[config.mk]
export PLATFORM = sky130hd
export DESIGN_NAME = lcdt_drive
export DESIGN_NICKNAME = d
export VERILOG_FILES = /design/src/rtl/lcdt_pkg.sv /design/src/rtl/lcdt_drive.sv
export VERILOG_INCLUDE_DIRS = /design/src /design/src/rtl
export SDC_FILE = /design/constraint.sdc
export NUM_CORES = 1
export LEC_CHECK = 0
export ABC_AREA = 1
export BUFFER_PORTS_ARGS = -buffer_cell sky130_fd_sc_hd__buf_2
export CORE_MARGIN = 3
export CORE_UTILIZATION = 50
export CTS_CLUSTER_DIAMETER = 120
export DETAILED_ROUTE_END_ITERATION = 6
export GPL_ROUTABILITY_DRIVEN = 1
export PLACE_DENSITY = 0.77
export SETUP_SLACK_MARGIN = 0.2
export SLEW_MARGIN = 40
export SYNTH_ARGS = -nofsm -noshare
export SYNTH_HDL_FRONTEND = slang
export SYNTH_SLANG_ARGS = --single-unit
[constraint.sdc]
create_clock -name mclk_i -period 7.3 [get_ports mclk_i]
set_clock_uncertainty 0.1 [all_clocks]
set_input_delay 0.365 -clock mclk_i [delete_from_list [all_inputs] [get_ports mclk_i]]
set_output_delay 0.365 -clock mclk_i [all_outputs]
set_load 0.005 [all_outputs]
[src/rtl/lcdt_params.svh]
// constants for the lcd multiplex drive timing block
`ifndef LCDT_PARAMS_SVH
`define LCDT_PARAMS_SVH

// system clock and internal oscillator
`define LCDT_MCLK_HZ          50000000
`define LCDT_OSC_HZ           200000
`define LCDT_OSC_HALF_CYC     (`LCDT_MCLK_HZ / (2 * `LCDT_OSC_HZ))

// working clock periods per frame
`define LCDT_DIV_NORMAL       12'd2880
`define LCDT_DIV_PSAVE        12'd480

// register byte addresses
`define LCDT_ADR_CTRL         8'h00
`define LCDT_ADR_STATUS       8'h04
`define LCDT_ADR_PLANE0       8'h10
`define LCDT_ADR_PLANE3       8'h1c

// control fields
`define LCDT_CTRL_MODE_LSB    0
`define LCDT_CTRL_HALF_BIT    2
`define LCDT_CTRL_PSAVE_BIT   3
`define LCDT_CTRL_EN_BIT      4
`define LCDT_CTRL_RESET       5'h03

// drive level codes
`define LCDT_LVL_VDD          2'h0
`define LCDT_LVL_LOW_MID      2'h1
`define LCDT_LVL_HIGH_MID     2'h2
`define LCDT_LVL_VLCD         2'h3

`define LCDT_NUM_SEG          24

`endif

[src/rtl/lcdt_pkg.sv]
// types for the lcd multiplex drive timing block
`default_nettype none
package lcdt_pkg;
   typedef enum logic [1:0] {
      LCDT_STATIC = 2'b00,
      LCDT_MUX2   = 2'b01,
      LCDT_MUX3   = 2'b10,
      LCDT_MUX4   = 2'b11
   } lcdt_mode_type;
endpackage
`default_nettype wire

[src/rtl/lcdt_drive.sv]
// lcd multiplex drive timing: clock source, frame divider, display register, drivers
//
// Contract
// - one working clock times all drive logic
// - select low: internal oscillator drives clock pin
// - select high: clock pin is external input
// - normal mode frame is 2880 clocks
// - power-saving frame is 480 clocks
// - frame rate follows divider and clock source
// - hold serial clock low until byte stored
// - display register maps bits to segments
// - shift register preloads next plane meanwhile
// - 24 segments from phase and data
// - four backplanes, mode dependent, distinct in 1:4
// - 1:3 backplane 3 copies backplane 1
// - 1:2 pairs backplanes 2/0 and 3/1
// - static drives all backplanes alike
// - level count from mode and bias
// - half bias allowed in 1:2, 1:3, 1:4
// - cascade sync aligns multiplex timing
// - reset: 1:4, third bias, outputs at supply
// - bit planes shown in order per mode
//
// The Wishbone slave port and the placing of the registers were decided locally.
`include "lcdt_params.svh"
`default_nettype none
module lcdt_drive
   import lcdt_pkg::*;
(
   // clock and reset
   input  wire logic                         mclk_i,
   input  wire logic                         reset_n_i,
   // wishbone slave
   input  wire logic                         wb_cyc_i,
   input  wire logic                         wb_stb_i,
   input  wire logic                         wb_we_i,
   input  wire logic [7:0]                   wb_adr_i,
   input  wire logic [3:0]                   wb_sel_i,
   input  wire logic [31:0]                  wb_dat_i,
   output logic      [31:0]                  wb_dat_o,
   output logic                              wb_ack_o,
   // clock source
   input  wire logic                         oscillator_select_i,
   input  wire logic                         clk_pin_i,
   output logic                              clk_pin_o,
   output logic                              clk_pin_oe_o,
   // cascade synchronisation, open drain
   input  wire logic                         cascade_sync_i,
   output logic                              cascade_sync_o,
   output logic                              cascade_sync_oe_o,
   // display data bytes from the command side, serial clock stretch
   input  wire logic                         byte_valid_i,
   input  wire logic [7:0]                   byte_data_i,
   output logic                              byte_stored_o,
   output logic      [7:0]                   byte_stored_data_o,
   output logic                              scl_o,
   output logic                              scl_oe_o,
   // lcd drive, 2-bit level codes, level count, frame rate
   output logic      [1:0]                   backplane_0_o,
   output logic      [1:0]                   backplane_1_o,
   output logic      [1:0]                   backplane_2_o,
   output logic      [1:0]                   backplane_3_o,
   output logic      [2*`LCDT_NUM_SEG-1:0]   segment_outputs_o,
   output logic      [2:0]                   bias_levels_o,
   output logic                              frame_rate_o
);

   // active planes per mode
   function automatic logic [2:0] lcdt_planes(input lcdt_mode_type m);
      lcdt_planes = {1'b0, m} + 3'd1;
   endfunction

   // working clocks per slot: half a frame split over the active planes
   function automatic logic [11:0] lcdt_slot_len(input lcdt_mode_type m, input logic ps);
      logic [11:0] div;
      div = ps ? `LCDT_DIV_PSAVE : `LCDT_DIV_NORMAL;
      unique case (m)
         LCDT_STATIC: lcdt_slot_len = div >> 1;
         LCDT_MUX2:   lcdt_slot_len = div >> 2;
         LCDT_MUX3:   lcdt_slot_len = 12'(div / 12'd6);
         LCDT_MUX4:   lcdt_slot_len = div >> 3;
      endcase
   endfunction

   // phase carried by each backplane pin
   function automatic logic [1:0] lcdt_bp_phase(input lcdt_mode_type m, input logic [1:0] bp);
      unique case (m)
         LCDT_STATIC: lcdt_bp_phase = 2'h0;
         LCDT_MUX2:   lcdt_bp_phase = {1'b0, bp[0]};
         LCDT_MUX3:   lcdt_bp_phase = (bp == 2'h3) ? 2'h1 : bp;
         LCDT_MUX4:   lcdt_bp_phase = bp;
      endcase
   endfunction

   // backplane level: active extreme, otherwise the inner level of the bias
   function automatic logic [1:0] lcdt_bp_level(input logic act, input logic pol,
                                                 input logic half);
      if (act) begin
         lcdt_bp_level = pol ? `LCDT_LVL_VLCD : `LCDT_LVL_VDD;
      end else if (half) begin
         lcdt_bp_level = `LCDT_LVL_LOW_MID;
      end else begin
         lcdt_bp_level = pol ? `LCDT_LVL_LOW_MID : `LCDT_LVL_HIGH_MID;
      end
   endfunction

   // control register
   lcdt_mode_type mode_r;
   logic          half_r;
   logic          psave_r;
   logic          enable_r;

   // display memory: one 24-bit word per bit plane
   logic [`LCDT_NUM_SEG-1:0] plane_mem [4];

   // clock source
   logic [15:0] osc_cnt_r;
   logic        osc_lvl_r;
   logic        ext_prev_r;
   logic        tick;

   // frame timing
   logic [11:0] slot_cnt_r;
   logic [1:0]  phase_r;
   logic        pol_r;
   logic        slot_end;
   logic [1:0]  next_phase;
   logic        sync_seen;

   // data path
   logic [`LCDT_NUM_SEG-1:0] shift_r;
   logic [`LCDT_NUM_SEG-1:0] disp_r;
   logic [4:0]               shift_cnt_r;

   // byte stretch buffers
   logic       buf_a_vld_r;
   logic       buf_b_vld_r;
   logic [7:0] buf_a_r;
   logic [7:0] buf_b_r;

   logic [2:0] planes;
   logic       bus_req;
   logic       wr_ctrl;

   assign planes  = lcdt_planes(mode_r);
   assign bus_req = wb_cyc_i & wb_stb_i & ~wb_ack_o;
   assign wr_ctrl = bus_req & wb_we_i & wb_sel_i[0] & (wb_adr_i == `LCDT_ADR_CTRL);

   // wishbone: one wait state, ack drops in the following cycle
   always_ff @(posedge mclk_i) begin
      if (!reset_n_i) begin
         wb_ack_o <= 1'b0;
         wb_dat_o <= 32'h0000_0000;
      end else begin
         wb_ack_o <= bus_req;
         wb_dat_o <= 32'h0000_0000;
         if (bus_req && !wb_we_i) begin
            if (wb_adr_i == `LCDT_ADR_CTRL) begin
               wb_dat_o <= {27'h0, enable_r, psave_r, half_r, mode_r};
            end else if (wb_adr_i == `LCDT_ADR_STATUS) begin
               wb_dat_o <= {24'h0, buf_b_vld_r, buf_a_vld_r, oscillator_select_i,
                            pol_r, phase_r, bias_levels_o[1:0]};
            end else if (wb_adr_i >= `LCDT_ADR_PLANE0 && wb_adr_i <= `LCDT_ADR_PLANE3
                         && wb_adr_i[1:0] == 2'h0) begin
               wb_dat_o <= {8'h00, plane_mem[wb_adr_i[3:2]]};
            end
         end
      end
   end

   // control register; reset gives 1:4 with third bias, outputs parked
   always_ff @(posedge mclk_i) begin
      if (!reset_n_i) begin
         {enable_r, psave_r, half_r, mode_r} <= `LCDT_CTRL_RESET;
      end else if (wr_ctrl) begin
         mode_r   <= lcdt_mode_type'(wb_dat_i[`LCDT_CTRL_MODE_LSB +: 2]);
         half_r   <= wb_dat_i[`LCDT_CTRL_HALF_BIT];
         psave_r  <= wb_dat_i[`LCDT_CTRL_PSAVE_BIT];
         enable_r <= wb_dat_i[`LCDT_CTRL_EN_BIT];
      end
   end

   // display memory writes, byte lanes honoured
   always_ff @(posedge mclk_i) begin
      if (!reset_n_i) begin
         for (int i = 0; i < 4; i++) begin
            plane_mem[i] <= '0;
         end
      end else if (bus_req && wb_we_i && wb_adr_i >= `LCDT_ADR_PLANE0
                   && wb_adr_i <= `LCDT_ADR_PLANE3 && wb_adr_i[1:0] == 2'h0) begin
         for (int b = 0; b < 3; b++) begin
            if (wb_sel_i[b]) begin
               plane_mem[wb_adr_i[3:2]][8*b +: 8] <= wb_dat_i[8*b +: 8];
            end
         end
      end
   end

   // internal oscillator, derived from mclk; driven out for cascaded drivers
   always_ff @(posedge mclk_i) begin
      if (!reset_n_i) begin
         osc_cnt_r <= 16'h0000;
         osc_lvl_r <= 1'b0;
      end else if (oscillator_select_i) begin
         osc_cnt_r <= 16'h0000;
         osc_lvl_r <= 1'b0;
      end else if (osc_cnt_r == 16'(`LCDT_OSC_HALF_CYC - 1)) begin
         osc_cnt_r <= 16'h0000;
         osc_lvl_r <= ~osc_lvl_r;
      end else begin
         osc_cnt_r <= osc_cnt_r + 16'h0001;
      end
   end

   always_ff @(posedge mclk_i) begin
      if (!reset_n_i) begin
         clk_pin_o    <= 1'b0;
         clk_pin_oe_o <= 1'b0;
         ext_prev_r   <= 1'b0;
      end else begin
         clk_pin_o    <= osc_lvl_r;
         clk_pin_oe_o <= ~oscillator_select_i;
         ext_prev_r   <= clk_pin_i;
      end
   end

   // one working-clock tick per rising edge of the selected source
   assign tick = oscillator_select_i ? (clk_pin_i & ~ext_prev_r)
                                     : (osc_cnt_r == 16'(`LCDT_OSC_HALF_CYC - 1) & ~osc_lvl_r);

   assign slot_end   = tick && (slot_cnt_r >= lcdt_slot_len(mode_r, psave_r) - 12'd1);
   assign next_phase = ({1'b0, phase_r} + 3'd1 >= planes) ? 2'h0 : phase_r + 2'h1;
   // another driver pulling sync low while we do not drive it
   assign sync_seen  = ~cascade_sync_i & ~cascade_sync_oe_o;

   // slot, phase and polarity sequencing
   always_ff @(posedge mclk_i) begin
      if (!reset_n_i) begin
         slot_cnt_r <= 12'h000;
         phase_r    <= 2'h0;
         pol_r      <= 1'b0;
      end else if (sync_seen || {1'b0, phase_r} >= planes) begin
         slot_cnt_r <= 12'h000;
         phase_r    <= 2'h0;
         pol_r      <= 1'b0;
      end else if (slot_end) begin
         slot_cnt_r <= 12'h000;
         phase_r    <= next_phase;
         if (next_phase == 2'h0) begin
            pol_r <= ~pol_r;
         end
      end else if (tick) begin
         slot_cnt_r <= slot_cnt_r + 12'h001;
      end
   end

   // sync pulled low for the first slot of each frame
   always_ff @(posedge mclk_i) begin
      if (!reset_n_i) begin
         cascade_sync_o    <= 1'b0;
         cascade_sync_oe_o <= 1'b0;
         frame_rate_o      <= 1'b0;
      end else begin
         cascade_sync_o    <= 1'b0;
         cascade_sync_oe_o <= (phase_r == 2'h0) & ~pol_r & (slot_cnt_r != 12'h000);
         frame_rate_o      <= ~pol_r;
      end
   end

   // shift register fills with the next plane during the slot, serially
   always_ff @(posedge mclk_i) begin
      if (!reset_n_i) begin
         shift_r     <= '0;
         shift_cnt_r <= 5'h00;
      end else if (slot_end || sync_seen) begin
         shift_cnt_r <= 5'h00;
      end else if (shift_cnt_r < 5'(`LCDT_NUM_SEG)) begin
         shift_r     <= {plane_mem[next_phase][shift_cnt_r], shift_r[`LCDT_NUM_SEG-1:1]};
         shift_cnt_r <= shift_cnt_r + 5'h01;
      end
   end

   // display register reloads only at a slot boundary
   always_ff @(posedge mclk_i) begin
      if (!reset_n_i) begin
         disp_r <= '0;
      end else if (slot_end) begin
         disp_r <= shift_r;
      end
   end

   // drive outputs; parked at the supply until enabled
   always_ff @(posedge mclk_i) begin
      if (!reset_n_i || !enable_r) begin
         backplane_0_o     <= `LCDT_LVL_VDD;
         backplane_1_o     <= `LCDT_LVL_VDD;
         backplane_2_o     <= `LCDT_LVL_VDD;
         backplane_3_o     <= `LCDT_LVL_VDD;
         segment_outputs_o <= '0;
      end else begin
         backplane_0_o <= lcdt_bp_level(lcdt_bp_phase(mode_r, 2'h0) == phase_r, pol_r,
                                        half_r);
         backplane_1_o <= lcdt_bp_level(lcdt_bp_phase(mode_r, 2'h1) == phase_r, pol_r, half_r);
         backplane_2_o <= lcdt_bp_level(lcdt_bp_phase(mode_r, 2'h2) == phase_r, pol_r, half_r);
         backplane_3_o <= lcdt_bp_level(lcdt_bp_phase(mode_r, 2'h3) == phase_r, pol_r, half_r);
         for (int s = 0; s < `LCDT_NUM_SEG; s++) begin
            // on: opposite extreme to the active backplane; off: inner level or same extreme
            if (disp_r[s]) begin
               segment_outputs_o[2*s +: 2] <= pol_r ? `LCDT_LVL_VDD : `LCDT_LVL_VLCD;
            end else if (mode_r == LCDT_STATIC || half_r) begin
               segment_outputs_o[2*s +: 2] <= pol_r ? `LCDT_LVL_VLCD : `LCDT_LVL_VDD;
            end else begin
               segment_outputs_o[2*s +: 2] <= pol_r ? `LCDT_LVL_HIGH_MID : `LCDT_LVL_LOW_MID;
            end
         end
      end
   end

   // number of drive levels in use
   always_ff @(posedge mclk_i) begin
      if (!reset_n_i) begin
         bias_levels_o <= 3'd4;
      end else if (mode_r == LCDT_STATIC) begin
         bias_levels_o <= 3'd2;
      end else if (half_r) begin
         bias_levels_o <= 3'd3;
      end else begin
         bias_levels_o <= 3'd4;
      end
   end

   // byte path: a second byte waits in buffer b while scl is held low
   always_ff @(posedge mclk_i) begin
      if (!reset_n_i) begin
         buf_a_vld_r        <= 1'b0;
         buf_b_vld_r        <= 1'b0;
         buf_a_r            <= 8'h00;
         buf_b_r            <= 8'h00;
         byte_stored_o      <= 1'b0;
         byte_stored_data_o <= 8'h00;
         scl_o              <= 1'b0;
         scl_oe_o           <= 1'b0;
      end else begin
         byte_stored_o <= 1'b0;
         scl_o         <= 1'b0;
         if (buf_a_vld_r && tick) begin
            // storing takes one working clock, slow when the clock is slow
            byte_stored_o      <= 1'b1;
            byte_stored_data_o <= buf_a_r;
            buf_a_vld_r        <= buf_b_vld_r | byte_valid_i;
            buf_a_r            <= buf_b_vld_r ? buf_b_r : byte_data_i;
            buf_b_vld_r        <= buf_b_vld_r & byte_valid_i;
            buf_b_r            <= byte_data_i;
            scl_oe_o           <= buf_b_vld_r & byte_valid_i;
         end else if (byte_valid_i) begin
            if (!buf_a_vld_r) begin
               buf_a_vld_r <= 1'b1;
               buf_a_r     <= byte_data_i;
            end else if (!buf_b_vld_r) begin
               buf_b_vld_r <= 1'b1;
               buf_b_r     <= byte_data_i;
               scl_oe_o    <= 1'b1;
            end
         end else begin
            scl_oe_o <= buf_b_vld_r;
         end
      end
   end

endmodule // lcdt_drive
`default_nettype wire

# ---- After elaboration in Yosys (flattened, before gate mapping)
# Memories as Yosys holds them, arrays and structs flattened.
# Cells that the tools add are included.
dict set report totals {
  inputBits 61
  latch_bits 0
  rom_bits 0
  ram_bits 96
  regBits 215
  mem_count 1
  elab_cells 218
}
# name depth word_bits read_ports rd_clocked_by_memory_dff write_ports line_no
set mem_list {}
lappend mem_list {plane_mem 4 24 2 0 4 lcdt_drive.sv:114} ;# logic [`LCDT_NUM_SEG-1:0] plane_mem [4];
dict set report op_classes {
  eq_ne 12
  magnitude_cmp 7
  shift 0
  bitwise 23
  addsub 7
  n_mux 86
  reduce_logical 45
  div 1
  multipliers 0
}
# operator n
set ops {}
lappend ops {{2-bit two-way mux} 41}
lappend ops {{8-bit two-way mux} 9}
lappend ops {{12-bit one-hot mux with 4 select lines} 1}
lappend ops {{1-bit two-way mux} 25}
lappend ops {{24-bit two-way mux} 1}
lappend ops {{24-bit OR reduction} 1}
lappend ops {{16-bit by 1-bit adder with 16-bit output (second input constant)} 1}
lappend ops {{16-bit by 7-bit equality test with 1-bit output (second input constant)} 1}
lappend ops {{2-bit OR reduction} 7}
lappend ops {{12-bit by 1-bit adder with 12-bit output (second input constant)} 1}
lappend ops {{12-bit by 3-bit divider with 12-bit output (second input constant)} 1}
lappend ops {{12-bit >= comparator} 1}
lappend ops {{12-bit two-way mux} 1}
lappend ops {{2-bit AND reduction} 6}
lappend ops {{12-bit nonzero test} 1}
lappend ops {{3-bit OR reduction} 4}
lappend ops {{12-bit by 1-bit subtractor with 12-bit output (second input constant)} 1}
lappend ops {{1-bit AND} 11}
lappend ops {{1-bit NOT} 11}
lappend ops {{1-bit logical AND} 9}
lappend ops {{3-bit two-way mux} 3}
lappend ops {{2-bit equality test} 4}
lappend ops {{8-bit by 3-bit equality test with 1-bit output (second input constant)} 1}
lappend ops {{8-bit by 5-bit >= comparator with 1-bit output (second input constant)} 1}
lappend ops {{other kinds (25)} 38}

# ---- Logic depth before layout (Yosys ltp)
# Gate-level depths: netlist (run 1).
dict set report logic_depth {
  ltp_word 11
  depth_mapped 21
}

# ---- Least setup slack after synthesis (run 1)
# Ideal clock, no wire load.
dict set report synth_path {
  path_kind {register -> register}
  from {register mode_r[0]}
  to {register slot_cnt_r[2]}
  slack_ns 4.292
  t_arrival_ns 2.828
  stages_incl_launch_ff 20
  t_required_ns 7.120
  n_path_buf 2
  path_cell_list {dfxtp_1 -> inv_1 -> ha_1 -> clkbuf_1 -> nor2_1 -> nand2_1 -> nor2_1 -> nand3_1 -> a21o_1 -> nand2_1 -> inv_1 -> ha_1 -> a21oi_1 -> o21ai_0 -> nand2_1 -> o2111ai_1 -> nand2_4 -> nand3_1 -> buf_2 -> nor3b_1}
}
dict set report synth_between {
  elab_chain_len 6
}
# element line_no
set synth_rtl {}
lappend synth_rtl {{start, declared} lcdt_drive.sv:108} ;# lcdt_mode_type mode_r;
lappend synth_rtl {{start signal, assigned} lcdt_drive.sv:174} ;# {enable_r, psave_r, half_r, mode_r} <= `LCDT_CTRL_RESET;
lappend synth_rtl {{start signal, assigned} lcdt_drive.sv:176} ;# mode_r <= lcdt_mode_type'(wb_dat_i[`LCDT_CTRL_MODE_LSB +: 2]);
lappend synth_rtl {{2-bit equality test (tied with other cells)} lcdt_drive.sv:77} ;# unique case (m)
lappend synth_rtl {{12-bit one-hot mux with 4 select lines} lcdt_drive.sv:77}
lappend synth_rtl {{12-bit by 1-bit subtractor with 12-bit output} lcdt_drive.sv:231} ;# assign slot_end = tick && (slot_cnt_r >= lcdt_slot_len(mode_r, psave_r) - 12'd1);
lappend synth_rtl {{12-bit >= comparator} lcdt_drive.sv:231}
lappend synth_rtl {{1-bit logical AND} lcdt_drive.sv:231}
lappend synth_rtl {{3-bit OR reduction (no line) *} --}
lappend synth_rtl {{end signal, assigned} lcdt_drive.sv:253} ;# slot_cnt_r <= slot_cnt_r + 12'h001;
lappend synth_rtl {{end, declared} lcdt_drive.sv:123} ;# logic [11:0] slot_cnt_r;
# Every way passes the cells marked *; elsewhere a longest branch is shown, timed or not.
# A chain may end at the register's enable or synchronous reset.

# ---- Final worst setup path (run 1)
dict set report layout_path {
  from {register mode_r[0]}
  to {register shift_r[23]}
}
dict set report layout_between {
  elab_chain_len 8
}
# element line_no
set layout_rtl {}
lappend layout_rtl {{2-bit equality test (tied with other cells)} lcdt_drive.sv:77}
lappend layout_rtl {{12-bit one-hot mux with 4 select lines} lcdt_drive.sv:77}
lappend layout_rtl {{12-bit by 1-bit subtractor with 12-bit output} lcdt_drive.sv:231}
lappend layout_rtl {{12-bit >= comparator} lcdt_drive.sv:231}
lappend layout_rtl {{1-bit logical AND} lcdt_drive.sv:231}
lappend layout_rtl {{1-bit logical OR} lcdt_drive.sv:275} ;# end else if (slot_end || sync_seen) begin
lappend layout_rtl {{1-bit NOT (no line)} --}
lappend layout_rtl {{2-bit AND reduction (no line)} --}
lappend layout_rtl {{end signal, assigned} lcdt_drive.sv:278} ;# shift_r <= {plane_mem[next_phase][shift_cnt_r], shift_r[`LCDT_NUM_SEG-1:1]};
lappend layout_rtl {{end, declared} lcdt_drive.sv:131} ;# logic [`LCDT_NUM_SEG-1:0] shift_r;
# Parallel ways exist; a longest one is shown, timed or not. The select of a mux whose other input is x is not followed.

==> results.json, run 1 <==
{
  "first_pass_iters": 6,
  "worst-path-buf-inv": 3,
  "synth_flop_cell": "dfxtp_1",
  "setup_viol": 0,
  "ctsResizeCount": 0,
  "post_cts_buffers": 0,
  "clk_pin_slew_ps": 60,
  "die_area_sq_um": 29600,
  "track_usage_pct": 22.8,
  "synth_common_cells": "nand2_1 (279), nor2_1 (238), inv_1 (216)",
  "crit_chain": "inv_1, ha_1, nor2_1, nand2_1, nor2_1, nand3_1, a21o_1, nand2_1, inv_1, ha_1, a21oi_1, o21ai_0, nand2_1, o2111ai_1, nand2_4, nand2_4, inv_2, o21ai_0, a21oi_1",
  "htree_levels": 2,
  "synth_fa_ha_area_share_pct": 2.63,
  "status": "completed",
  "powerDensity_nw_per_um2": 237,
  "reg2regPathDepth": 19,
  "clk_latency_ps": 520,
  "critPathLaunchType": "flop",
  "die_y_um": 172,
  "yosys.cell_count.top_type": "nand2_1",
  "async_flop_share_pct": 0,
  "dr_total_vias": 12000,
  "cp.depth": 19,
  "coreArea_sq_um": 27000,
  "nets": 1925,
  "synthMuxAreaShare_pct": 0,
  "fin_crit_ps": 4210,
  "place_area_sq_um": 14600,
  "yosys.area_share.simple_pct": 21.8,
  "ir_drop_mv": 0.172,
  "slew_headroom_pct": 45.2,
  "synthDistinctLibCells": 55,
  "final_antenna_net_count": 0,
  "hold_class": "in2reg",
  "crit_type": "reg2reg",
  "wl_um": 34700,
  "setup_tns_ps": 0,
  "cp_slowest_cell": "nand2_4",
  "clock.fmax_mhz": 237,
  "worstMarginPinSlew_ps": 817,
  "maxCapViolCount": 0,
  "io_pins": 169,
  "p_leak_nw": 6.95,
  "syn_area_per_cell_sq_um": 8.03,
  "antenna_found_initial": 2,
  "hold_slack_ps": 62.1,
  "area_growth_pct": 14.9,
  "syn_inst": 1716,
  "num_rows": 60,
  "busiest_layer": "met2",
  "fin_crit_sh_pct": 57.7,
  "cp-end-kind": "flop",
  "overflow": 0,
  "drc": 0,
  "cpMostUsedCell": "nand2_1",
  "clock-root-buffer": "clkbuf_16",
  "drive_gt1_share_pct": 13.6,
  "die_w_um": 172,
  "synth_xor_area_share_pct": 0.254,
  "finish.utilization_pct": 58.6,
  "synth-seq-cells": 303,
  "cp.required_ps": 7630,
  "cp-endpoint": "shift_r[23]$_SDFFE_PN0P_",
  "yosysSeqAreaShare_pct": 51.0,
  "grt_max_degree": 56,
  "slowest_delay_ps": 460,
  "cts_hold_buf": 2,
  "grtUsageMet3_pct": 3.66,
  "cts_tree": "built",
  "rr_startpoint": "mode_r[0]$_SDFFE_PN1P_",
  "finalHoldViolCount": 0,
  "path_delay_family": "simple AND/OR/NAND/NOR gates",
  "numCtsBuffers": 34,
  "netlist_area_sq_um": 13800,
  "grt_pass1_wl_um": 55000,
  "multi_input_area_sq_um": 5510,
  "grt_util_met1_pct": 29.4,
  "crit_path_start": "mode_r[0]$_SDFFE_PN1P_",
  "drv_slew": 0,
  "synth_top_family_by_area": "simple AND/OR/NAND/NOR gates",
  "vias_per_cell": 5.47,
  "regArea_sq_um": 7030,
  "crit_fanout": 55,
  "cts_sinks": 303,
  "synth_area_leaders": "dfxtp_1 (30%), edfxtp_1 (21%), nand2_1 (7.6%)",
  "synth_edf_count": 96,
  "postLayoutCellArea_sq_um": 15800,
  "r2r-end": "shift_r[23]$_SDFFE_PN0P_",
  "clk_path_buf_depth": 3,
  "synth-warning-count": 0,
  "arrival_ps": 4540,
  "wl_per_cell_um": 15.7,
  "place.gp.congestion": 0.876,
  "drtIter0Drc": 1133,
  "r2r_slack_ps": 3090,
  "n_fill_cell": 2399,
  "grt_setup_unrepaired": "false",
  "synth_compound_gate_area_share_pct": 14.9,
  "yosysTopAreaCellShare_pct": 30.1,
  "synth_top_cell_by_area": "dfxtp_1",
  "initial_utilization_pct": 51.0,
  "dp_hpwl_um": 22700,
  "grt_use_met2_pct": 38.9,
  "port_buffers": 149,
  "first_global_vias": 11400
}
cells in the final DEF, fill, tap and decap left out, types with 7 or more instances in the layout:
cell type  synthesis  routed
inv_1            216     214
nand2_1          279     279
o211ai_1           7       7
nor3_1            36      36
ha_1              29      29
o21ai_0          149     149
a21oi_1          167     167
clkbuf_16          0      35
a31oi_1           19      19
edfxtp_1          96      96
conb_1             1      10
buf_2             13     149
dfxtp_1          207     207
a211oi_1          11      11
buf_4             16      11
nand3_1           75      74
nor2_1           238     236
nand4_1           23      23
per-stage QoR:
stage                     setup WS, ps  cells  total power, mW
after detailed placement          3210   2138             2.02
after global routing              2670   2202             3.87
final                             3090   2202             3.75
after floorplan                   4290   1725             1.96
after global placement            2620   2138             2.01
after CTS                         3160   2200             3.77
power breakdown:
part / total, mW / internal, mW / switching [mW]
registers: 1.80 / 1.78 / 0.0261
clock network: 1.76 / 1.08 / 0.682
logic: 0.186 / 0.0575 / 0.128
routing by layer:
layer / wire length [um] / part of all wire, %
met4: 1130 / 3.3
met2: 16500 / 48
met3: 2850 / 8.2
met5: 0 / 0
met1: 14200 / 41
worst min-delay path by stage:
stage	startpoint	endpoint	slack, ps	depth (start not counted)
after detailed placement	shift_r[0]$_SDFFE_PN0P_	shift_r[0]$_SDFFE_PN0P_	370	2
final	wb_dat_i[2]	half_r$_SDFFE_PN0P_	60	3
after global placement	osc_cnt_r[0]$_SDFF_PP0_	osc_cnt_r[0]$_SDFF_PP0_	360	1
after floorplan	osc_cnt_r[0]$_SDFF_PP0_	osc_cnt_r[0]$_SDFF_PP0_	340	1
after global routing	wb_dat_i[2]	half_r$_SDFFE_PN0P_	100	3
after CTS	wb_dat_i[2]	half_r$_SDFFE_PN0P_	60	3
worst reg2reg max path: stages (launching register included):
cell	delay, ps
dfxtp_1	450
inv_1	210
ha_1	350
nor2_1	150
nand2_1	70
nor2_1	170
nand3_1	120
a21o_1	190
nand2_1	60
inv_1	40
ha_1	280
a21oi_1	150
o21ai_0	110
nand2_1	70
o2111ai_1	150
nand2_4	460
nand2_4	280
inv_2	430
o21ai_0	140
a21oi_1	130
logic make-up after synthesis:
family,count (synthesis)
buffers and inverters,311
adder cells (fa/ha/maj),29
XOR/XNOR,4
flip-flops,303
other,1
AO/OA/AOI/OAI,379
AND/OR/NAND/NOR,689
flip-flops by register name, summed over array words and instances (netlist names), 8 cells and up:
register,cells
wb_dat_o,24
disp_r,24
slot_cnt_r,12
shift_r,24
buf_a_r,8
buf_b_r,8
plane_mem,96
segment_outputs_o,48
byte_stored_data_o,8
osc_cnt_r,16
cell type report:
cell class,instances,area share (%)
Sequential cell,303,44.4
Multi-Input combinational cell,1111,34.8
Clock buffer,45,6.09
Timing Repair Buffer,162,5.36
Inverter,223,5.34
Tap cell,341,2.70
Clock inverter,15,1.26
Antenna cell,2,0.0316
Note: power is estimated with default switching activity, not from simulation.
==> inputs of run 2 (changes only) <==
==> constraint.sdc (replaced) <==
create_clock -name mclk_i -period 4.1 [get_ports mclk_i]
set_clock_uncertainty 0.1 [all_clocks]
set_input_delay 0.205 -clock mclk_i [delete_from_list [all_inputs] [get_ports mclk_i]]
set_output_delay 0.205 -clock mclk_i [all_outputs]
set_load 0.005 [all_outputs]
==> run 2 against run 1 <==
Effect of this change: total power rose by 76%; clock-buffer cell count increased by 3; core utilization rose by 1.4 points; worst hold slack worse by 49 ps; sequential power increased by 78%; maximum frequency is 16% higher; sequential share of layout area is 1.0 points lower; setup slack lost 2600 ps; critical path depth unchanged.
==> results.json, run 2 (synthesized netlist as in run 1, its figures left out) <==
{
  "first_pass_iters": 6,
  "first_global_vias": 11400,
  "final_antenna_net_count": 0,
  "numCtsBuffers": 34,
  "n_fill_cell": 2290,
  "p_leak_nw": 7.12,
  "worstMarginPinSlew_ps": 826,
  "r2r-end": "shift_r[23]$_SDFFE_PN0P_",
  "wl_um": 35400,
  "clock.fmax_mhz": 276,
  "reg2regPathDepth": 19,
  "drive_gt1_share_pct": 13.7,
  "setup_viol": 0,
  "ir_drop_mv": 0.281,
  "layoutNonFillerInstCount": 2245,
  "grt_pass1_wl_um": 55200,
  "antenna_found_initial": 1,
  "die_area_sq_um": 29600,
  "finish.utilization_pct": 59.9,
  "overflow": 0,
  "r2r_slack_ps": 480,
  "grt_setup_unrepaired": "true",
  "dr_total_vias": 12200,
  "wl_per_cell_um": 15.8,
  "reg_top3": "plane_mem: 96 flops, segment_outputs_o: 48 flops",
  "htree_levels": 2,
  "drtIter0Drc": 1294,
  "status": "completed",
  "cts_sinks": 303,
  "clk_latency_ps": 520,
  "fin_crit_ps": 3620,
  "min_from": "wb_sel_i[0]",
  "die_w_um": 172,
  "drc": 0,
  "min_path_cells": 5,
  "dp_hpwl_um": 23300,
  "powerDensity_nw_per_um2": 407,
  "setup_tns_ps": 0,
  "path_delay_family": "simple AND/OR/NAND/NOR gates",
  "cpMostUsedCell": "nand2_1",
  "port_buffers": 149,
  "critPathLaunchType": "flop",
  "grt_max_degree": 84,
  "hold_class": "in2reg",
  "clk_path_buf_depth": 3,
  "cp_slowest_cell": "dfxtp_1",
  "die_y_um": 172,
  "hold_end": "enable_r$_SDFFE_PN0P_",
  "rr_startpoint": "mode_r[0]$_SDFFE_PN1P_",
  "crit_chain": "inv_1, ha_1, nor2_1, nand2_1, nor2_1, nand3_1, a21o_1, nand2_1, inv_1, ha_1, a21oi_1, o21ai_0, nand2_1, o2111ai_1, nand2_4, nand2_4, inv_4, o21ai_0, a21oi_1",
  "cp.required_ps": 4440,
  "max_flop_register": "plane_mem",
  "nets": 1969,
  "place.gp.congestion": 0.898,
  "arrival_ps": 3960,
  "antenna_cells": 0,
  "dp.cells": 2146,
  "crit_type": "reg2reg",
  "post_cts_buffers": 0,
  "area_growth_pct": 17.6,
  "track_usage_pct": 23.0,
  "slew_headroom_pct": 44.9,
  "io_pins": 169,
  "largest_register_ffs": 96,
  "fin_crit_sh_pct": 88.2,
  "slowest_delay_ps": 440,
  "num_rows": 60,
  "cts_tree": "built",
  "worst-path-buf-inv": 3,
  "layout_common_cells": "nand2_1 (278), nor2_1 (236), inv_1 (215)",
  "crit_fanout": 25,
  "clock-root-buffer": "clkbuf_16",
  "layout_commonest_cell": "nand2_1",
  "initial_utilization_pct": 51.0,
  "vias_per_cell": 5.43,
  "coreArea_sq_um": 27000,
  "cp-end-kind": "flop",
  "finalHoldViolCount": 0,
  "maxCapViolCount": 0,
  "clk_pin_slew_ps": 60,
  "drv_slew": 0
}
[run 2: how the worst max path moves through the flow]
| stage | start | to | slack, ps | depth (start not counted) |
|---|---|---|---|---|
| after floorplan | mode_r[0]$_SDFFE_PN1P_ | slot_cnt_r[2]$_SDFFE_PP0P_ | 1090 | 19 |
| after global placement | mode_r[0]$_SDFFE_PN1P_ | shift_r[23]$_SDFFE_PN0P_ | 570 | 19 |
| after detailed placement | mode_r[0]$_SDFFE_PN1P_ | shift_r[23]$_SDFFE_PN0P_ | 440 | 19 |
| after CTS | mode_r[0]$_SDFFE_PN1P_ | shift_r[23]$_SDFFE_PN0P_ | 410 | 19 |
| after global routing | mode_r[0]$_SDFFE_PN1P_ | shift_r[23]$_SDFFE_PN0P_ | 140 | 19 |
| final | mode_r[0]$_SDFFE_PN1P_ | shift_r[23]$_SDFFE_PN0P_ | 480 | 19 |
[run 2: layer usage]
metal | GRT usage, % | share of wire [%]
met3 | 3.54 | 8.1
met5 | 0 | 0.020
met2 | 38.7 | 47
met1 | 29.5 | 41
met4 | 10.2 | 4.1
[run 2: what timing repair did]
item                                    CTS  global route
gates resized for setup                   0             4
endpoints found under the setup margin    0            57
endpoints found under the hold margin    87             0
hold buffers                             38             0
[run 2: final cells by class]
cell class | count | area (sq um) | share of cell area (%)
flip-flops and latches | 303 | 7030 | 43.4
multi-input cells | 1111 | 5500 | 33.9
repair buffers | 206 | 1280 | 7.93
clock buffers | 48 | 975 | 6.02
inverters | 223 | 848 | 5.24
well taps | 341 | 427 | 2.63
clock inverters | 13 | 144 | 0.888
[run 2: through the flow]
stage / hold WS, ps / worst slack, ps / power (mW) / instance area [sq um]
after floorplan: 197 / 1090 / 3.49 / 13800
after global placement: 310 / 567 / 3.59 / 14700
after detailed placement: 309 / 443 / 3.60 / 14700
after CTS: 3.67 / 405 / 6.63 / 16200
after global routing: 44.7 / 138 / 6.80 / 16200
final: 13.5 / 483 / 6.60 / 16200
[run 2: where the power goes]
| group | switching, mW | leakage [nW] | internal, mW | total (mW) |
|---|---|---|---|---|
| Combinational | 0.238 | 3.92 | 0.126 | 0.364 |
| Clock | 1.22 | 0.552 | 1.80 | 3.03 |
| Sequential | 0.0438 | 2.65 | 3.16 | 3.21 |
| Total | 1.51 | 7.12 | 5.09 | 6.60 |
[run 2: tightest hold or removal path: cells and delay by family]
kind	cells	cell delay, ps
buffers and inverters	2	150
AND/OR/NAND/NOR	2	150
AO/OA/AOI/OAI	1	60
==> inputs of run 3 (changes only) <==
--- a/config.mk
+++ b/config.mk
@@ -6,7 +6,6 @@
 export SDC_FILE = /design/constraint.sdc
 export NUM_CORES = 1
 export LEC_CHECK = 0
-export ABC_AREA = 1
 export BUFFER_PORTS_ARGS = -buffer_cell sky130_fd_sc_hd__buf_2
 export CORE_MARGIN = 3
 export CORE_UTILIZATION = 50
==> run 3 against run 2 <==
Effect of this change: final area grew 0.56%; final cell count shrank 18%; routed wire length shrank 8.2%; clock power shrank 6.9%; die area is essentially flat; maximum frequency grew 1.5%; synthesized cell count shrank 24%; global-route usage shrank 1.3 points; clock-buffer cell count grew 3; non-clock buffer count grew 11; flip-flop and latch count is the same; area after synthesis is essentially flat.
==> results.json, run 3 <==
{
  "status": "completed",
  "post_cts_buffers": 0,
  "drtIter0Drc": 971,
  "wl_um": 32500,
  "p_leak_nw": 6.57,
  "crit_type": "reg2reg",
  "first_pass_iters": 5,
  "hold_class": "in2reg",
  "switching_share_pct": 21.2,
  "hold_end": "wb_dat_o[1]$_SDFF_PN0_",
  "grtUsageMet3_pct": 3.32,
  "synth-warning-count": 0,
  "layoutNonFillerInstCount": 1838,
  "arrival_ps": 3890,
  "final_antenna_net_count": 0,
  "clk_pin_slew_ps": 60,
  "syn_area_per_cell_sq_um": 10.6,
  "die_y_um": 172,
  "die_area_sq_um": 29600,
  "rr_startpoint": "mode_r[0]$_SDFFE_PN1P_",
  "yosysTopAreaCellShare_pct": 30.1,
  "pwr-share-seq_pct": 50.5,
  "track_usage_pct": 21.7,
  "setup_viol": 0,
  "synth_area_leaders": "dfxtp_1 (30%), edfxtp_1 (21%), mux4_2 (5.4%)",
  "overflow": 0,
  "critPathLaunchType": "flop",
  "postLayoutCellArea_sq_um": 16300,
  "io_pins": 169,
  "powerDensity_nw_per_um2": 388,
  "slew_headroom_pct": 46.1,
  "ir_drop_mv": 0.281,
  "first_global_vias": 9935,
  "fin_crit_ps": 3560,
  "clock-root-buffer": "clkbuf_16",
  "switchingPower_mw": 1.34,
  "numCtsBuffers": 31,
  "worstMarginPinSlew_ps": 809,
  "grt_pass1_wl_um": 51800,
  "coreArea_sq_um": 27000,
  "cts_tree": "built",
  "cp-end-kind": "flop",
  "p_int_mw": 4.98,
  "fin_crit_sh_pct": 86.9,
  "num_rows": 60,
  "layout_commonest_cell": "dfxtp_1",
  "synth_flop_cell": "dfxtp_1",
  "netlist_area_sq_um": 13800,
  "clk_latency_ps": 550,
  "antenna_cells": 0,
  "cp_slowest_cell": "mux4_2",
  "crit_chain": "inv_1, ha_2, inv_1, ha_1, and2_1, a211oi_4, buf_4, mux4_2, a32oi_1, nor3b_1, nand4b_1, nand3_1",
  "port_buffers": 149,
  "initial_utilization_pct": 51.0,
  "wl_per_cell_um": 17.7,
  "dp.cells": 1742,
  "layout_common_cells": "dfxtp_1 (204), buf_2 (148), nand2_1 (115)",
  "busiest_layer": "met2",
  "combinationalPowerShare_pct": 4.9,
  "antenna_found_initial": 0,
  "cp.required_ps": 4430,
  "reg_top3": "plane_mem: 96 flops, segment_outputs_o: 48 flops",
  "htree_levels": 1,
  "grt_util_met1_pct": 28.8,
  "synth_top_cell_by_area": "dfxtp_1",
  "place_area_sq_um": 14800,
  "r2r_slack_ps": 540,
  "area_growth_pct": 18.2,
  "clock.fmax_mhz": 281,
  "min_path_cells": 3,
  "nets": 1563,
  "yosys.cell_count.top_type": "dfxtp_1",
  "setup_tns_ps": 0,
  "dr_total_vias": 10200,
  "synth-seq-cells": 303,
  "dp_hpwl_um": 21800,
  "min_from": "wb_we_i",
  "maxCapViolCount": 0,
  "clk_path_buf_depth": 3,
  "reg2regPathDepth": 12,
  "syn_inst": 1299,
  "hold_slack_ps": 76.5,
  "drive_gt1_share_pct": 20.6,
  "cts_sinks": 303,
  "slowest_delay_ps": 520,
  "drv_slew": 0,
  "finalHoldViolCount": 0,
  "synthDistinctLibCells": 78,
  "synth_common_cells": "dfxtp_1 (207), nand2_1 (116), and2_1 (105)",
  "drc": 0,
  "async_flop_share_pct": 0,
  "largest_register_ffs": 96,
  "yosysSeqAreaShare_pct": 51.0,
  "vias_per_cell": 5.56,
  "grt_setup_unrepaired": "false",
  "r2r-end": "shift_r[23]$_SDFFE_PN0P_",
  "pwr-share-clk_pct": 44.6,
  "max_flop_register": "plane_mem",
  "crit_fanout": 7,
  "place.gp.congestion": 0.877,
  "grt_max_degree": 101,
  "synth_edf_count": 96,
  "die_w_um": 172,
  "grt_use_met2_pct": 36.9,
  "cpMostUsedCell": "inv_1"
}
==> run 3: cell count changes after synthesis, sizes merged, moves of 91 or more <==
cell / before / now
inv: 219 / 22
nand2: 291 / 118
nor2: 244 / 88
and2: 0 / 105
a21oi: 169 / 68
o21ai: 150 / 59
==> run 3: cell families after synthesis <==
| group | after synthesis | share of synthesized area (%) |
|---|---|---|
| AND/OR/NAND/NOR | 482 | 19.0 |
| flip-flops | 303 | 51.0 |
| AO/OA/AOI/OAI | 244 | 11.7 |
| buffers and inverters | 108 | 3.45 |
| multiplexers | 84 | 9.14 |
| XOR/XNOR | 48 | 3.05 |
| adder cells (fa/ha/maj) | 29 | 2.63 |
| other | 1 | 0.0272 |
==> run 3: area by class of cell <==
class | instances | area (sq um)
flip-flops and latches | 303 | 7030
multi-input cells | 897 | 6340
fillers | 2200 | 10700
clock buffers | 51 | 977
repair buffers | 217 | 1370
well taps | 341 | 427
inverters | 23 | 86.3
clock inverters | 6 | 63.8
==> run 3: per-stage QoR <==
| step | power, mW | utilization (%) | setup WS [ps] |
|---|---|---|---|
| floorplan | 3.43 | - | 541 |
| global placement | 3.52 | 54.9 | 448 |
| detailed placement | 3.53 | 54.9 | 331 |
| CTS | 6.35 | 60.2 | 300 |
| global route | 6.52 | 60.3 | 238 |
| finish | 6.32 | 60.3 | 536 |
==> run 3: worst max-delay path: cells and delay by family (launching register included) <==
| family | cells | cell delay (ps) |
|---|---|---|
| buffers and inverters | 3 | 390 |
| AO/OA/AOI/OAI | 2 | 570 |
| multiplexers | 1 | 520 |
| AND/OR/NAND/NOR | 4 | 790 |
| adder cells (fa/ha/maj) | 2 | 620 |
| flip-flops | 1 | 460 |
==> run 3: worst max-delay path by stage <==
stage | start | end | slack (ps) | depth (start not counted)
2_1_floorplan | phase_r[0]$_SDFFE_PP0P_ | shift_r[23]$_SDFFE_PN0P_ | 540 | 12
3_5_place_dp | mode_r[1]$_SDFFE_PN1P_ | slot_cnt_r[6]$_SDFFE_PP0P_ | 330 | 16
4_1_cts | mode_r[1]$_SDFFE_PN1P_ | slot_cnt_r[6]$_SDFFE_PP0P_ | 300 | 16
3_3_place_gp | mode_r[1]$_SDFFE_PN1P_ | slot_cnt_r[10]$_SDFFE_PP0P_ | 450 | 17
5_1_grt | mode_r[1]$_SDFFE_PN1P_ | shift_r[23]$_SDFFE_PN0P_ | 240 | 17
6_report | mode_r[0]$_SDFFE_PN1P_ | shift_r[23]$_SDFFE_PN0P_ | 540 | 12
==> run 3: power groups by stage <==
stage               logic (mW)  registers [mW]  clock network, mW
finish                   0.312            3.19               2.82
global route             0.342            3.19               2.99
CTS                      0.311            3.19               2.86
detailed placement       0.281            3.25                  0
global placement         0.275            3.25                  0
floorplan                0.197            3.23                  0
==> run 3: per-layer routing <==
layer | part of all wire, % | routed length, um
met1 | 42 | 13800
met3 | 6.8 | 2190
met5 | 0 | 0
met2 | 48 | 15700
met4 | 2.6 | 853
==> run 3: repair_timing <==
action	CTS	global route
gates resized for setup	0	6
hold buffers	38	0
hold endpoints to repair	129	0
endpoints found under the setup margin	0	43
